<file path="config.mk">
export PLATFORM = sky130hd
export DESIGN_NAME = pcl_loader
export DESIGN_NICKNAME = d
export VERILOG_FILES = /design/src/pcl_pkg.sv /design/src/pcl_loader.sv /design/src/pcl_field_map.sv
export SDC_FILE = /design/constraint.sdc
export NUM_CORES = 1
export LEC_CHECK = 0
export ABC_CLOCK_PERIOD_IN_PS = 3200
export BUFFER_PORTS_ARGS = -buffer_cell sky130_fd_sc_hd__buf_2
export CAP_MARGIN = 5
export CORE_AREA = 2 2 336 338
export DETAILED_ROUTE_END_ITERATION = 8
export DIE_AREA = 0 0 338 340
export PLACE_DENSITY_LB_ADDON = 0.25
export SETUP_SLACK_MARGIN = 0.4
export SLEW_MARGIN = 15
export SYNTH_ARGS = -nofsm -noshare
export SYNTH_HDL_FRONTEND = slang
export SYNTH_SLANG_ARGS = --single-unit
</file>
<file path="constraint.sdc">
create_clock -name clk -period 3.2 [get_ports clk]
set_input_delay 0.64 -clock clk [delete_from_list [all_inputs] [get_ports clk]]
set_output_delay 0.64 -clock clk [all_outputs]
set_load 0.005 [all_outputs]
</file>
<file path="src/pcl_pkg.sv">
`default_nettype none
package pcl_pkg;

   localparam int          NUM_PORTS     = 4;
   localparam int          FIRST_PORT    = 2;
   localparam int          WORD_W        = 16;
   localparam int          ADDR_W        = 8;

   // word address of the setup word for each downstream port
   localparam logic [7:0]  ADDR_PORT2    = 8'h64;
   localparam logic [7:0]  ADDR_PORT3    = 8'h66;
   localparam logic [7:0]  ADDR_PORT4    = 8'h68;
   localparam logic [7:0]  ADDR_PORT5    = 8'h6a;

   // target configuration offsets
   localparam logic [11:0] OFS_SLOT_CAP  = 12'h0c0;
   localparam logic [11:0] OFS_SLOT_CLK  = 12'h0d0;
   localparam logic [11:0] OFS_DSI       = 12'h040;
   localparam logic [11:0] OFS_LPVC      = 12'h144;
   localparam logic [11:0] OFS_PORT_NUM  = 12'h0cc;
   localparam logic [11:0] OFS_VC0_MAP   = 12'h154;

   // source bit positions in the setup word
   localparam int          SRC_SLOT_IMPL = 0;
   localparam int          SRC_SLOT_CLK  = 1;
   localparam int          SRC_DSI       = 2;
   localparam int          SRC_LPVC      = 3;
   localparam int          SRC_PNUM_LO   = 4;
   localparam int          SRC_PNUM_HI   = 6;
   localparam int          SRC_MAP_LO    = 9;
   localparam int          SRC_MAP_HI    = 15;

   // destination bit positions in the 32-bit target registers
   localparam int          DST_SLOT_IMPL = 24;
   localparam int          DST_SLOT_CLK  = 28;
   localparam int          DST_DSI       = 21;
   localparam int          DST_LPVC      = 4;
   localparam int          DST_PNUM_LO   = 24;
   localparam int          DST_PNUM_HI   = 26;
   localparam int          DST_MAP_LO    = 1;
   localparam int          DST_MAP_HI    = 7;

   // field defaults before loading (all bits zero)
   localparam logic [15:0] DEFAULT_WORD  = 16'h0000;

   typedef struct packed {
      logic       slot_impl;
      logic       slot_clk;
      logic       dsi_req;
      logic       lpvc_vc1;
      logic [2:0] port_num;
      logic [6:0] vc0_map;
   } pcl_fields_t;

   typedef struct packed {
      logic [31:0] slot_cap;
      logic [31:0] slot_clk;
      logic [31:0] dsi;
      logic [31:0] lpvc;
      logic [31:0] port_num;
      logic [31:0] vc0_map;
   } pcl_regs_t;

endpackage
`default_nettype wire

</file>
<file path="src/pcl_loader.sv">
// Function
// port 2 word read from address 64h, port 3 from 66h.
// port 4 word read from address 68h, port 5 from 6Ah.
// word bit 0 goes to C0h bit 24, slot implemented.
// word bit 1 goes to D0h bit 28, connector reference clock.
// word bit 2 goes to 40h bit 21, device init required.
// word bit 3 goes to 144h bit 4, VC1 is low priority.
// word bits 6:4 go to CCh bits 26:24, logical port number.
// word bits 15:9 go to 154h bits 7:1, VC0 map.
// load all words once after reset; loaded values replace defaults.
`timescale 1ns/1ns
`default_nettype none

module pcl_loader (
   input  wire logic                        clk,
   input  wire logic                        sys_rst,
   output logic                             rd_req,
   output logic [7:0]                       rd_addr,
   input  wire logic                        rd_valid,
   input  wire logic [15:0]                 rd_data,
   output logic                             load_done,
   output pcl_pkg::pcl_fields_t [3:0]       port_fields,
   output pcl_pkg::pcl_regs_t   [3:0]       port_regs
);

   typedef enum logic [1:0] {PCL_IDLE, PCL_READ, PCL_DONE} pcl_state_t;

   pcl_state_t  state_q;
   logic [1:0]  idx_q;
   logic [15:0] word_q [4];
   logic        done_q;
   logic        take;
   logic        last_idx;

   function automatic logic [7:0] port_addr(input logic [1:0] idx);
      case (idx)
         // ports 2 and 3
         2'd0:    port_addr = pcl_pkg::ADDR_PORT2;
         2'd1:    port_addr = pcl_pkg::ADDR_PORT3;
         // ports 4 and 5
         2'd2:    port_addr = pcl_pkg::ADDR_PORT4;
         default: port_addr = pcl_pkg::ADDR_PORT5;
      endcase
   endfunction

   // a word is taken only while a read is outstanding
   assign take     = (state_q == PCL_READ) && rd_valid;
   assign last_idx = (idx_q == 2'(pcl_pkg::NUM_PORTS - 1));

   // single load sequence
   always_ff @(posedge clk) begin
      if (sys_rst) begin
         state_q <= PCL_IDLE;
      end else begin
         case (state_q)
            PCL_IDLE: begin
               state_q <= PCL_READ;
            end
            PCL_READ: begin
               if (rd_valid && last_idx) begin
                  state_q <= PCL_DONE;
               end
            end
            PCL_DONE: begin
               state_q <= PCL_DONE;
            end
            default: begin
               state_q <= PCL_IDLE;
            end
         endcase
      end
   end

   // port index advance
   always_ff @(posedge clk) begin
      if (sys_rst) begin
         idx_q <= 2'd0;
      end else if (take && !last_idx) begin
         idx_q <= idx_q + 2'd1;
      end
   end

   // done flag sticks
   always_ff @(posedge clk) begin
      if (sys_rst) begin
         done_q <= 1'b0;
      end else if (take && last_idx) begin
         done_q <= 1'b1;
      end
   end

   // loaded word replaces default
   always_ff @(posedge clk) begin
      if (sys_rst) begin
         for (int i = 0; i < pcl_pkg::NUM_PORTS; i++) begin
            word_q[i] <= pcl_pkg::DEFAULT_WORD;
         end
      end else if (take) begin
         word_q[idx_q] <= rd_data;
      end
   end

   assign rd_req    = (state_q == PCL_READ);
   assign rd_addr   = port_addr(idx_q);
   assign load_done = done_q;

   for (genvar g = 0; g < pcl_pkg::NUM_PORTS; g++) begin : g_port
      pcl_field_map u_map (
         .word   (word_q[g]),
         .fields (port_fields[g]),
         .regs   (port_regs[g])
      );
   end

endmodule

`default_nettype wire

</file>
<file path="src/pcl_field_map.sv">
`timescale 1ns/1ns
`default_nettype none

module pcl_field_map (
   input  wire logic [15:0]        word,
   output pcl_pkg::pcl_fields_t    fields,
   output pcl_pkg::pcl_regs_t      regs
);

   always_comb begin
      fields.slot_impl = word[pcl_pkg::SRC_SLOT_IMPL];
      fields.slot_clk  = word[pcl_pkg::SRC_SLOT_CLK];
      fields.dsi_req   = word[pcl_pkg::SRC_DSI];
      fields.lpvc_vc1  = word[pcl_pkg::SRC_LPVC];
      fields.port_num  = word[pcl_pkg::SRC_PNUM_HI:pcl_pkg::SRC_PNUM_LO];
      fields.vc0_map   = word[pcl_pkg::SRC_MAP_HI:pcl_pkg::SRC_MAP_LO];
   end

   always_comb begin
      regs = '0;
      // slot implemented bit
      regs.slot_cap[pcl_pkg::DST_SLOT_IMPL] = fields.slot_impl;
      // slot clock bit
      regs.slot_clk[pcl_pkg::DST_SLOT_CLK] = fields.slot_clk;
      // dsi required bit
      regs.dsi[pcl_pkg::DST_DSI] = fields.dsi_req;
      // lpvc count bit
      regs.lpvc[pcl_pkg::DST_LPVC] = fields.lpvc_vc1;
      // logical port number
      regs.port_num[pcl_pkg::DST_PNUM_HI:pcl_pkg::DST_PNUM_LO] = fields.port_num;
      // vc0 traffic class map
      regs.vc0_map[pcl_pkg::DST_MAP_HI:pcl_pkg::DST_MAP_LO] = fields.vc0_map;
   end

endmodule

`default_nettype wire

</file>
## After elaboration in Yosys (flattened, before gate mapping)

Memory sizes are Yosys's and may differ from the RTL's.
Index checks and enable logic that the tools add are counted.
W data, S select, Z words.

| word-level totals | value |
|---|---|
| bits in registers | 5 |
| memories kept | 1 |
| bits of input ports | 19 |
| bits in writable memories | 64 |

| operators by class | value |
|---|---|
| mux-type cells | 11 |
| equality and inequality tests | 6 |
| $add $sub $neg | 1 |
| reduce and logical (&&, ||, !) cells | 8 |

Memory list:

| memory | depth | bits a word | rd ports | clocked after Yosys merged registers in | wr ports | line | RTL |
|---|---|---|---|---|---|---|---|
| word_q | 4 | 16 | 4 | 0 | 4 | pcl_loader.sv:30 | `logic [15:0] word_q [4];` |

Operator list:

| cell | count |
|---|---|
| $mux W16 | 1 |
| $reduce_or A16 Y1 | 1 |
| $pmux W4 S3 | 1 |
| $eq A2 B2 Y1 const B | 3 |
| $mux W1 | 6 |
| $pmux W2 S3 | 1 |
| $eq A2 B1 Y1 const B | 2 |
| $logic_and A1 B1 Y1 | 4 |
| $logic_not A2 Y1 | 2 |
| $mux W2 | 2 |
| $add A2 B1 Y2 const B | 1 |
| $ne A2 B1 Y1 const B | 1 |
| $logic_not A1 Y1 | 1 |

## Depth between registers and ports, before layout

Gate-level depths: netlist (run 1).

| logic depth | value |
|---|---|
| depth after elaboration | 7 |
| mapped depth | 6 |
| gate-level depth less buffers | 4 |

## Modules after synthesis

A second synthesis (run 1) with hierarchy kept.

| unflattened totals | value |
|---|---|
| cells, all modules | 1,036 |
| area, all modules | 9,216.3 sq um |

By module, submodules not included:

| module | seq. area each (sq um) | cells each | area each (sq um) | times used |
|---|---|---|---|---|
| pcl_field_map | 0.0 | 207 | 1,550.2 | 4 |
| pcl_loader | 2,021.9 | 208 | 3,015.4 | 1 |

## Worst setup path after synthesis (run 1)

Ideal clock, no wire load.

| path | value |
|---|---|
| kind | in2reg |
| from | input rd_valid |
| to | memory word_q[0][0] (enable) |
| required time | 2,812 ps |
| setup slack | 1,057 ps |
| stages | 4 |
| library setup time | 388 ps |
| data arrival time | 1,755 ps |
| cell sequence | buf_6 -> buf_6 -> nand2_2 -> o21bai_1 |

RTL lines:

| element | line | RTL |
|---|---|---|
| start, declared | pcl_loader.sv:19 | `input wire logic rd_valid,` |
| end, declared | pcl_loader.sv:30 |  |

## Worst setup path in the final report (run 1)

| path | value |
|---|---|
| from | register idx_q[0] |
| to | output rd_addr[2] |

| on the way | value |
|---|---|
| word-level cells in the longest chain between the ends | 2 |

Ends and longest elaborated chain:

| element | line | RTL |
|---|---|---|
| start, declared | pcl_loader.sv:29 | `logic [1:0] idx_q;` |
| start signal, assigned | pcl_loader.sv:79 | `idx_q <= idx_q + 2'd1;` |
| $eq A2 B2 Y1, or another cell as far along | pcl_loader.sv:36 | `case (idx)` |
| $pmux W4 S3 (*) | pcl_loader.sv:36 |  |
| end, declared | pcl_loader.sv:18 | `output logic [7:0] rd_addr,` |

Every way passes the cells marked *; elsewhere a longest branch is shown, timed or not.

==> impl_metrics.yaml, run 1 <==
placed_design:
  port_buffers: 133
  dp_cells: 2529
  postPlaceCellArea_um2: 7860
  dp_hpwl_mm: 13.2
  routabilityCongestion: 0.642
floorplanning:
  fp.dieH_um: 340
  die_x_um: 338
  pin_count: 853
  fp.coreArea_um2: 112000
  core.rowCount: 123
  die_area_um2: 115000
  start_util_pct: 7.57
global_routing:
  antenna_found_initial: 0
  grt_usage_pct: 2.14
  grt_pass1_wl_mm: 17.5
  grt_overflow: 0
  grt_pass1_vias: 2324
  grt_max_degree: 28
setup_path:
  critPathMaxStageDelay_ns: 0.50
  critPathBufInv: 2
  critPathTopFamily: "flip-flops"
  critical_path.slowest_cell: "dfxtp_1"
  worstSetupEndpointType: "output port"
  arrival_ns: 1.61
  critPathKind: "flip-flop to output port"
  crit_chain: "inv_1 > ha_1 > or2_2 > buf_2"
  start_kind: "flip-flop"
  crit_fanout: 10
  required_ns: 2.56
outcome:
  status: "finished, final reports clean"
synth:
  syn_area_um2: 8440
  ys_ff_latch: 61
  seq_area_frac_synth_pct: 21.1
  ys_types: 25
  yosysWarnings: 0
  synth_area_per_cell_um2: 8.85
  synth_cells: 954
timing:
  fin_crit_sh_pct: 70.3
  setup_viol: 0
  final.setup.tns_ns: 0
  fmax_mhz: 444
  tightest_slew_ns: 0.887
  fin_crit_ns: 2.25
  whs_ns: 0.479
  rsz0062_at_grt: "no"
  fin_skew_ns: 0.00757
  drv_slew: 0
  relSlewSlack_pct: 40.9
  finalHoldViolations: 0
clock_tree:
  clk_latency_ns: 0.35
  hold_buffers: 0
  clockBufferDepth: 2
  numCtsBuffers: 9
  clk_pin_slew_worst_paths_ns: 0.05
  cts_setup_buffers: 0
  numClockSinks: 61
  clockRootBuffer: "clkbuf_16"
  cts_tree: "yes"
  post_cts_resized: 0
  htreeDepth: 3
detailed_routing:
  routed_wl_mm: 14.9
  wl_per_cell_um: 5.86
  drc: 0
  drt-initial-drc-count: 76
  vias_per_cell: 1.47
  detail-route-antenna-nets: 0
  vias: 3737
  dr.pass1.iters: 4
cells_and_area:
  fill_cells: 13100
  layout_common_cells: "717 x conb_1, 133 x buf_2, 56 x edfxtp_1"
  layout.nets: 1066
  stdcell_area_um2: 8190
  final_common_cell: "conb_1"
  n_antenna_cell: 0
  drive_above_1_share_pct: 17.0
  areaGrowthSynthToFinish_pct: -3.04
  fin_util_pct: 7.34
  layoutNonFillerInstCount: 2545
power_and_ir_drop:
  power_frac_comb_pct: 26.0
  p_seq_share_pct: 35.8
  powerDensity_nw_per_um2: 348
  p_sw_mw: 0.996
  netSwitchingFraction_pct: 35.0
  irDropWorstVdd_mv: 0.196
  power_frac_clock_pct: 38.1
  p_leak_nw: 4.23
  power.internal_mw: 1.85
hold_path:
  min_path_type: "flip-flop to flip-flop"
job:
  cap_violations: 0
cell families after synthesis:
kind of cell / Yosys count / synth area share, %
AOI/OAI and AO/OA: 6 / 0.593
adders and majority gates: 7 / 1.04
buffers and inverters: 801 / 70.6
DFF: 61 / 21.1
muxes: 4 / 0.533
other: 2 / 0.0889
and+or+nand+nor: 73 / 6.06
final cells by class:
type / count / area [µm²] / share of cell area, %
clock buffers: 9 / 225 / 2.75
repair buffers: 143 / 741 / 9.05
flip-flops and latches: 61 / 1780 / 21.8
multi-input cells: 807 / 3400 / 41.5
well taps: 1500 / 1880 / 22.9
clock inverters: 7 / 97.6 / 1.19
inverters: 18 / 67.6 / 0.825
tightest hold or removal path: stages, from the launching register on:
cell	delay [ns]
dfxtp_1	0.31
nand2b_1	0.06
mux2i_1	0.06
state kept, by name, indices dropped and copies added, names as in the netlist:
register   cells
idx_q          2
load_done      1
state_q        2
word_q        56
power by group through the flow:
stage,clock network (mW),registers [mW],logic [mW]
CTS,1.12,1.03,0.738
global route,1.15,1.03,0.855
global placement,0,1.04,0.742
detailed placement,0,1.04,0.737
floorplan,0,1.03,1.19
finish,1.09,1.02,0.742
Yosys cell counts, drive strengths merged:
cell	number	area, µm²
mux2	1	15.0
or2	4	25.0
ha	7	87.6
nand2	1	6.26
inv	18	67.6
buf	783	5890
mux2i	3	30.0
o21bai	3	22.5
nand4b	14	243
nand2b	7	43.8
a41o	1	10.0
a21boi	1	11.3
a31oi	1	6.26
or2b	1	7.51
and3b	1	12.5
dfxtp	5	100
conb	2	7.51
nor2	44	168
nor2b	1	6.26
edfxtp	56	1680
path summary, 6_finish.rpt:
path,start,endpoint,slack (ns),cells past startpoint
max reg2reg,state_q[1],word_q[1][9],1.03,5
min reg2reg,state_q[1],state_q[1],0.48,2
min,state_q[1],state_q[1],0.48,2
max,idx_q[0],rd_addr[2],0.95,4
metal layers:
layer | share of wire, % | global-route usage (%) | up-vias
met5 | 0 | 0 | -
met4 | 1.7 | 0.963 | 0
met3 | 12 | 0.501 | 15
met2 | 58 | 4.43 | 412
met1 | 28 | 1.88 | 1683
li1 | - | - | 1627
metrics by stage:
step | setup slack, ns | power, mW
6_report | 0.950 | 2.85
4_1_cts | 0.902 | 2.88
3_5_place_dp | 1.01 | 1.78
2_1_floorplan | 1.06 | 2.22
5_1_grt | 0.841 | 3.03
3_3_place_gp | 0.996 | 1.79
(Power assumes the default switching activity.)
==> inputs of run 2 (changes only) <==
--- a/config.mk
+++ b/config.mk
@@ -5,12 +5,13 @@
 export SDC_FILE = /design/constraint.sdc
 export NUM_CORES = 1
 export LEC_CHECK = 0
-export ABC_CLOCK_PERIOD_IN_PS = 3200
+export ABC_AREA = 1
+export ABC_CLOCK_PERIOD_IN_PS = 1900
 export BUFFER_PORTS_ARGS = -buffer_cell sky130_fd_sc_hd__buf_2
 export CAP_MARGIN = 5
-export CORE_AREA = 2 2 336 338
+export CORE_AREA = 2 2 334 336
 export DETAILED_ROUTE_END_ITERATION = 8
-export DIE_AREA = 0 0 338 340
+export DIE_AREA = 0 0 336 338
 export PLACE_DENSITY_LB_ADDON = 0.25
 export SETUP_SLACK_MARGIN = 0.4
 export SLEW_MARGIN = 15
==> constraint.sdc (replaced) <==
create_clock -name clk -period 1.9 [get_ports clk]
set_input_delay 0.38 -clock clk [delete_from_list [all_inputs] [get_ports clk]]
set_output_delay 0.38 -clock clk [all_outputs]
set_load 0.005 [all_outputs]
==> run 2 against run 1 <==
Against the previous run:
- die area down 1.2%
- power up 56%
- via count up 1.6%
- highest routed layer unchanged
- design area up 0.79%
- first-iteration DRC count up 9.2%
- sequential power up 67%
- count of clock-buffer cells in the layout up 1
- largest power group is now registers
==> impl_metrics.yaml, run 2 <==
outcome:
  status: "finished, final reports clean"
timing:
  fmax_mhz: 580
  fin_skew_ns: 0.00567
  finalHoldViolations: 0
  final.setup.tns_ns: 0
  fin_crit_ns: 1.72
  drv_slew: 0
  rsz0062_at_grt: "yes"
  fin_crit_sh_pct: 90.7
  setup_viol: 0
power_and_ir_drop:
  p_leak_nw: 4.14
  power_mw: 4.45
  irDropWorstVdd_mv: 0.341
  powerDensity_nw_per_um2: 540
floorplanning:
  pin_count: 853
  die_area_um2: 114000
  core.rowCount: 122
  fp.coreArea_um2: 110000
  die_x_um: 336
  start_util_pct: 7.46
  fp.dieH_um: 338
cells_and_area:
  layout_common_cells: "717 x conb_1, 129 x buf_2, 56 x edfxtp_1"
  reg_top3: "word_q: 56 flops, idx_q: 2 flops, state_q: 2 flops"
  areaGrowthSynthToFinish_pct: 0.488
  fill_cells: 12900
  largest_register_ffs: 56
  final_common_cell: "conb_1"
  drive_above_1_share_pct: 18.9
  regMostFlops: "word_q"
  layout.nets: 1087
  fin_util_pct: 7.50
  n_antenna_cell: 0
clock_tree:
  htreeDepth: 3
  clockBufferDepth: 2
  cts_tree: "yes"
  numClockSinks: 61
  clk_pin_slew_worst_paths_ns: 0.06
  clockRootBuffer: "clkbuf_16"
  hold_buffers: 0
  numCtsBuffers: 9
  clk_latency_ns: 0.33
setup_path:
  critPathBufInv: 2
  worstSetupEndpointType: "output port"
  r2r_cells: 6
  start_kind: "flip-flop"
  critPathMaxStageDelay_ns: 0.37
  cp-startpoint: "idx_q[0]"
  r2r_slack_ns: 0.39
  critPathKind: "flip-flop to output port"
  required_ns: 1.52
  r2r-end: "word_q[0][3]"
  crit_fanout: 4
  arrival_ns: 1.34
  critical_path.slowest_cell: "dfxtp_4"
  crit_chain: "inv_4 > ha_1 > or2_4 > buf_6"
  critPathTopFamily: "flip-flops"
  reg2reg_from: "state_q[1]"
global_routing:
  grt_pass1_vias: 2331
  grt_pass1_wl_mm: 16.9
  grt_overflow: 0
  antenna_found_initial: 4
  grt_max_degree: 19
  grt_usage_pct: 2.10
synth:
  synthTopCellsByArea: "buf_4 71%, edfxtp_1 20%, nor2_1 2.8%"
  ys_ff_latch: 61
  synth_top_area_share_pct: 70.7
  yosysWarnings: 0
  syn_area_um2: 8210
  ys_types: 22
  synth_cells: 960
  ys_async_sr_fraction_pct: 0
  synth_edf_count: 56
  yosysTopAreaCell: "buf_4"
  synth_area_per_cell_um2: 8.55
  synth_common_cells: "773 x buf_4, 62 x nor2_1, 56 x edfxtp_1"
  seq_area_frac_synth_pct: 21.7
  synth_top_flop_cell: "edfxtp_1"
  yosysMostFrequentCell: "buf_4"
hold_path:
  hold_path.startpoint: "rd_data[12]"
  hold_depth: 3
  min_path_type: "input pin to flip-flop"
  hold_path_end: "word_q[3][12]"
detailed_routing:
  routed_wl_mm: 15.4
  vias_per_cell: 1.49
  detail-route-antenna-nets: 0
  wl_per_cell_um: 6.05
  dr.pass1.iters: 4
  drt-initial-drc-count: 83
  vias: 3798
  drc: 0
placed_design:
  dp_hpwl_mm: 13.7
  port_buffers: 133
  routabilityCongestion: 0.657
job:
  cap_violations: 0
==> run 2: cell types whose count changed after synthesis, moves of 3 or more <==
cell      delta
nand2b_1     -7
buf_6        -3
nand4b_1     -6
nand3_1      +3
nor3_1       +3
o21bai_1     -3
nand4b_4     -8
buf_4        -3
mux2i_1      -3
nand2_1     +12
nor2_1      +19
==> run 2: worst register-to-register path, cell delays in order, from the launching register on <==
cell     delay, ns
dfxtp_2       0.31
inv_2         0.07
ha_4          0.18
nand2_4       0.08
nor2_8        0.17
nand3_4       0.22
nand2_4       0.20
==> run 2: through the flow <==
step	instances	setup WS, ns	hold slack, ns	area [µm²]
floorplan	1675	0.394	0.452	10900
global placement	2528	0.322	0.492	7700
detailed placement	2528	0.315	0.505	7700
CTS	2549	0.151	0.397	8100
global route	2554	0.142	0.442	8250
finish	2554	0.177	0.412	8250
==> run 2: cells by family after synthesis <==
logic type	Yosys count	share of synthesized area, %
other cells	2	0.0915
fa+ha+maj	7	1.07
buf+inv	798	72.0
compound gates	2	0.122
simple gates	90	5.00
flops	61	21.7
==> run 2: cell type report <==
cell class,count,area (µm²),share of cell area [%]
multi-input cells,817,3390,41.0
well taps,1488,1860,22.6
inverters,21,83.8,1.02
repair buffers,151,860,10.4
clock inverters,6,40.0,0.485
clock buffers,10,229,2.77
flip-flops and latches,61,1790,21.7
==> run 2: worst max-delay path by stage <==
| stage | depth (start not counted) | end | slack (ns) |
|---|---|---|---|
| floorplan | 7 | word_q[2][0] | 0.39 |
| global placement | 4 | rd_addr[3] | 0.32 |
| detailed placement | 4 | rd_addr[3] | 0.31 |
| CTS | 4 | rd_addr[3] | 0.15 |
| global route | 4 | rd_addr[3] | 0.14 |
| finish | 4 | rd_addr[3] | 0.18 |
==> run 2: routing by layer <==
metal	track usage, %	part of all wire [%]	vias to the layer above
met2	4.36	58	422
met3	0.326	9.4	19
met4	0.906	2.4	0
met5	0	0	-
li1	-	-	1648
met1	2.01	30	1709
==> run 2: what timing repair did <==
item | CTS | global route
endpoints found under the setup margin | 56 | 66
pin swaps | 7 | 6
resized for setup | 21 | 30
gates cloned | 1 | 1
buffers inserted | 4 | 4
==> run 2: where the power goes <==
group          internal [mW]  leakage (nW)  switching (mW)  total, mW
Sequential              1.61         0.622          0.0898       1.70
Combinational          0.411          3.40           0.836       1.25
Clock                  0.878         0.122           0.633       1.51
==> inputs of run 3 (changes only) <==
--- a/config.mk
+++ b/config.mk
@@ -9,12 +9,13 @@
 export ABC_CLOCK_PERIOD_IN_PS = 1900
 export BUFFER_PORTS_ARGS = -buffer_cell sky130_fd_sc_hd__buf_2
 export CAP_MARGIN = 5
-export CORE_AREA = 2 2 334 336
+export CORE_AREA = 2 2 333 335
 export DETAILED_ROUTE_END_ITERATION = 8
-export DIE_AREA = 0 0 336 338
+export DIE_AREA = 0 0 335 337
 export PLACE_DENSITY_LB_ADDON = 0.25
 export SETUP_SLACK_MARGIN = 0.4
 export SLEW_MARGIN = 15
 export SYNTH_ARGS = -nofsm -noshare
 export SYNTH_HDL_FRONTEND = slang
+export SYNTH_HIERARCHICAL = 1
 export SYNTH_SLANG_ARGS = --single-unit
==> run 3 against run 2 <==
Against the previous run:
- cell count down 2.3%
- count of clock-buffer cells in the layout shrank 1
- worst setup slack better by 0.0065 ns
- clock power increased by 14%
- die area shrank 0.59%
- critical endpoint unchanged
- highest routed layer is now met5
==> impl_metrics.yaml, run 3 <==
outcome:
  status: "finished, final reports clean"
detailed_routing:
  routed_wl_mm: 15.7
  vias_per_cell: 1.52
  dr.pass1.iters: 4
  detail-route-antenna-nets: 0
  wl_per_cell_um: 6.30
  drt-initial-drc-count: 152
  drc: 0
  vias: 3792
setup_path:
  reg2reg_from: "idx_q[0]"
  r2r_slack_ns: 0.39
  r2r_cells: 7
  arrival_ns: 1.34
  required_ns: 1.52
  crit_fanout: 3
  critPathKind: "flip-flop to output port"
  start_kind: "flip-flop"
  worstSetupEndpointType: "output port"
  r2r-end: "word_q[2][0]"
cells_and_area:
  largest_register_ffs: 56
  n_antenna_cell: 0
  areaGrowthSynthToFinish_pct: -4.63
  layout_common_cells: "717 x conb_1, 131 x buf_2, 56 x edfxtp_1"
  fin_util_pct: 7.55
  reg_top3: "word_q: 56 flops, idx_q: 2 flops, state_q: 2 flops"
  regMostFlops: "word_q"
  stdcell_area_um2: 8270
  drive_above_1_share_pct: 19.1
  layout.nets: 1090
  final_common_cell: "conb_1"
timing:
  final.setup.tns_ns: 0
  fmax_mhz: 582
  fin_skew_ns: 0.00476
  fin_crit_sh_pct: 90.4
  finalHoldViolations: 0
  rsz0062_at_grt: "yes"
  fin_crit_ns: 1.72
  setup_viol: 0
  drv_slew: 0
clock_tree:
  clk_pin_slew_worst_paths_ns: 0.06
  cts_tree: "yes"
  clk_latency_ns: 0.33
  numClockSinks: 61
  clockBufferDepth: 2
  numCtsBuffers: 9
  hold_buffers: 0
  clockRootBuffer: "clkbuf_16"
  htreeDepth: 3
hold_path:
  hold_depth: 4
  hold_path.startpoint: "rd_valid"
  hold_path_end: "idx_q[0]"
  min_path_type: "input pin to flip-flop"
global_routing:
  antenna_found_initial: 2
  grt_overflow: 0
  grt_max_degree: 17
  grt_pass1_wl_mm: 17.3
  grt_pass1_vias: 2291
  grt_usage_pct: 2.17
placed_design:
  dp_hpwl_mm: 13.4
  postPlaceCellArea_um2: 7630
  routabilityCongestion: 0.670
  port_buffers: 133
floorplanning:
  die_x_um: 335
  fp.coreArea_um2: 110000
  core.rowCount: 122
  pin_count: 853
  die_area_um2: 113000
  fp.dieH_um: 337
  start_util_pct: 7.91
power_and_ir_drop:
  powerDensity_nw_per_um2: 563
  irDropWorstVdd_mv: 0.395
  p_leak_nw: 4.20
synth:
  yosysWarnings: 6
  synth_area_per_cell_um2: 8.49
  synth_cells: 1021
  syn_area_um2: 8670
job:
  cap_violations: 0
-- run 3: area by class of cell --
cell class	count	area (µm²)
Multi-Input combinational cell	819	3410
Clock buffer	9	225
Fill cell	12900	101000
Clock inverter	7	83.8
Sequential cell	61	1790
Inverter	21	82.6
Tap cell	1426	1780
Timing Repair Buffer	152	898
-- run 3: worst max-delay path by stage --
stage               start            to  cells past startpoint
6_report         idx_q[1]    rd_addr[3]                      4
5_1_grt          idx_q[0]    rd_addr[2]                      6
4_1_cts          idx_q[0]    rd_addr[2]                      6
3_5_place_dp   state_q[1]  word_q[1][1]                      6
3_3_place_gp     idx_q[1]    rd_addr[1]                      4
2_1_floorplan  state_q[1]  word_q[1][0]                      7
-- run 3: metal layers --
layer	global-route usage, %	part of all wire [%]
met1	2.11	31
met3	0.541	11
met4	0.840	1.5
met5	0	0.083
met2	4.33	57
-- run 3: worst max-delay path, stage by stage (launching register included) --
cell	delay, ns
dfxtp_4	0.37
buf_6	0.12
ha_2	0.16
or2_4	0.23
buf_6	0.12
-- run 3: report_power, final --
| group | total (mW) | switching (mW) | internal [mW] |
|---|---|---|---|
| clock | 1.72 | 0.684 | 1.04 |
| combinational | 1.24 | 0.836 | 0.404 |
| sequential | 1.70 | 0.0935 | 1.60 |
| total | 4.66 | 1.61 | 3.04 |
-- run 3: what timing repair did --
action,CTS,global route
cloned,1,2
setup endpoints to repair,75,55
resized for setup,24,25
buffers inserted,9,2
pin swaps,8,9
-- run 3: through the flow --
step	hold slack [ns]	std cells	worst slack [ns]	total power [mW]
after floorplan	0.452	1732	0.371	3.64
after global placement	0.454	2465	0.330	2.76
after detailed placement	0.462	2465	0.319	2.76
after CTS	0.386	2491	0.163	4.66
after global routing	0.452	2495	0.141	4.99
final	0.410	2495	0.183	4.66
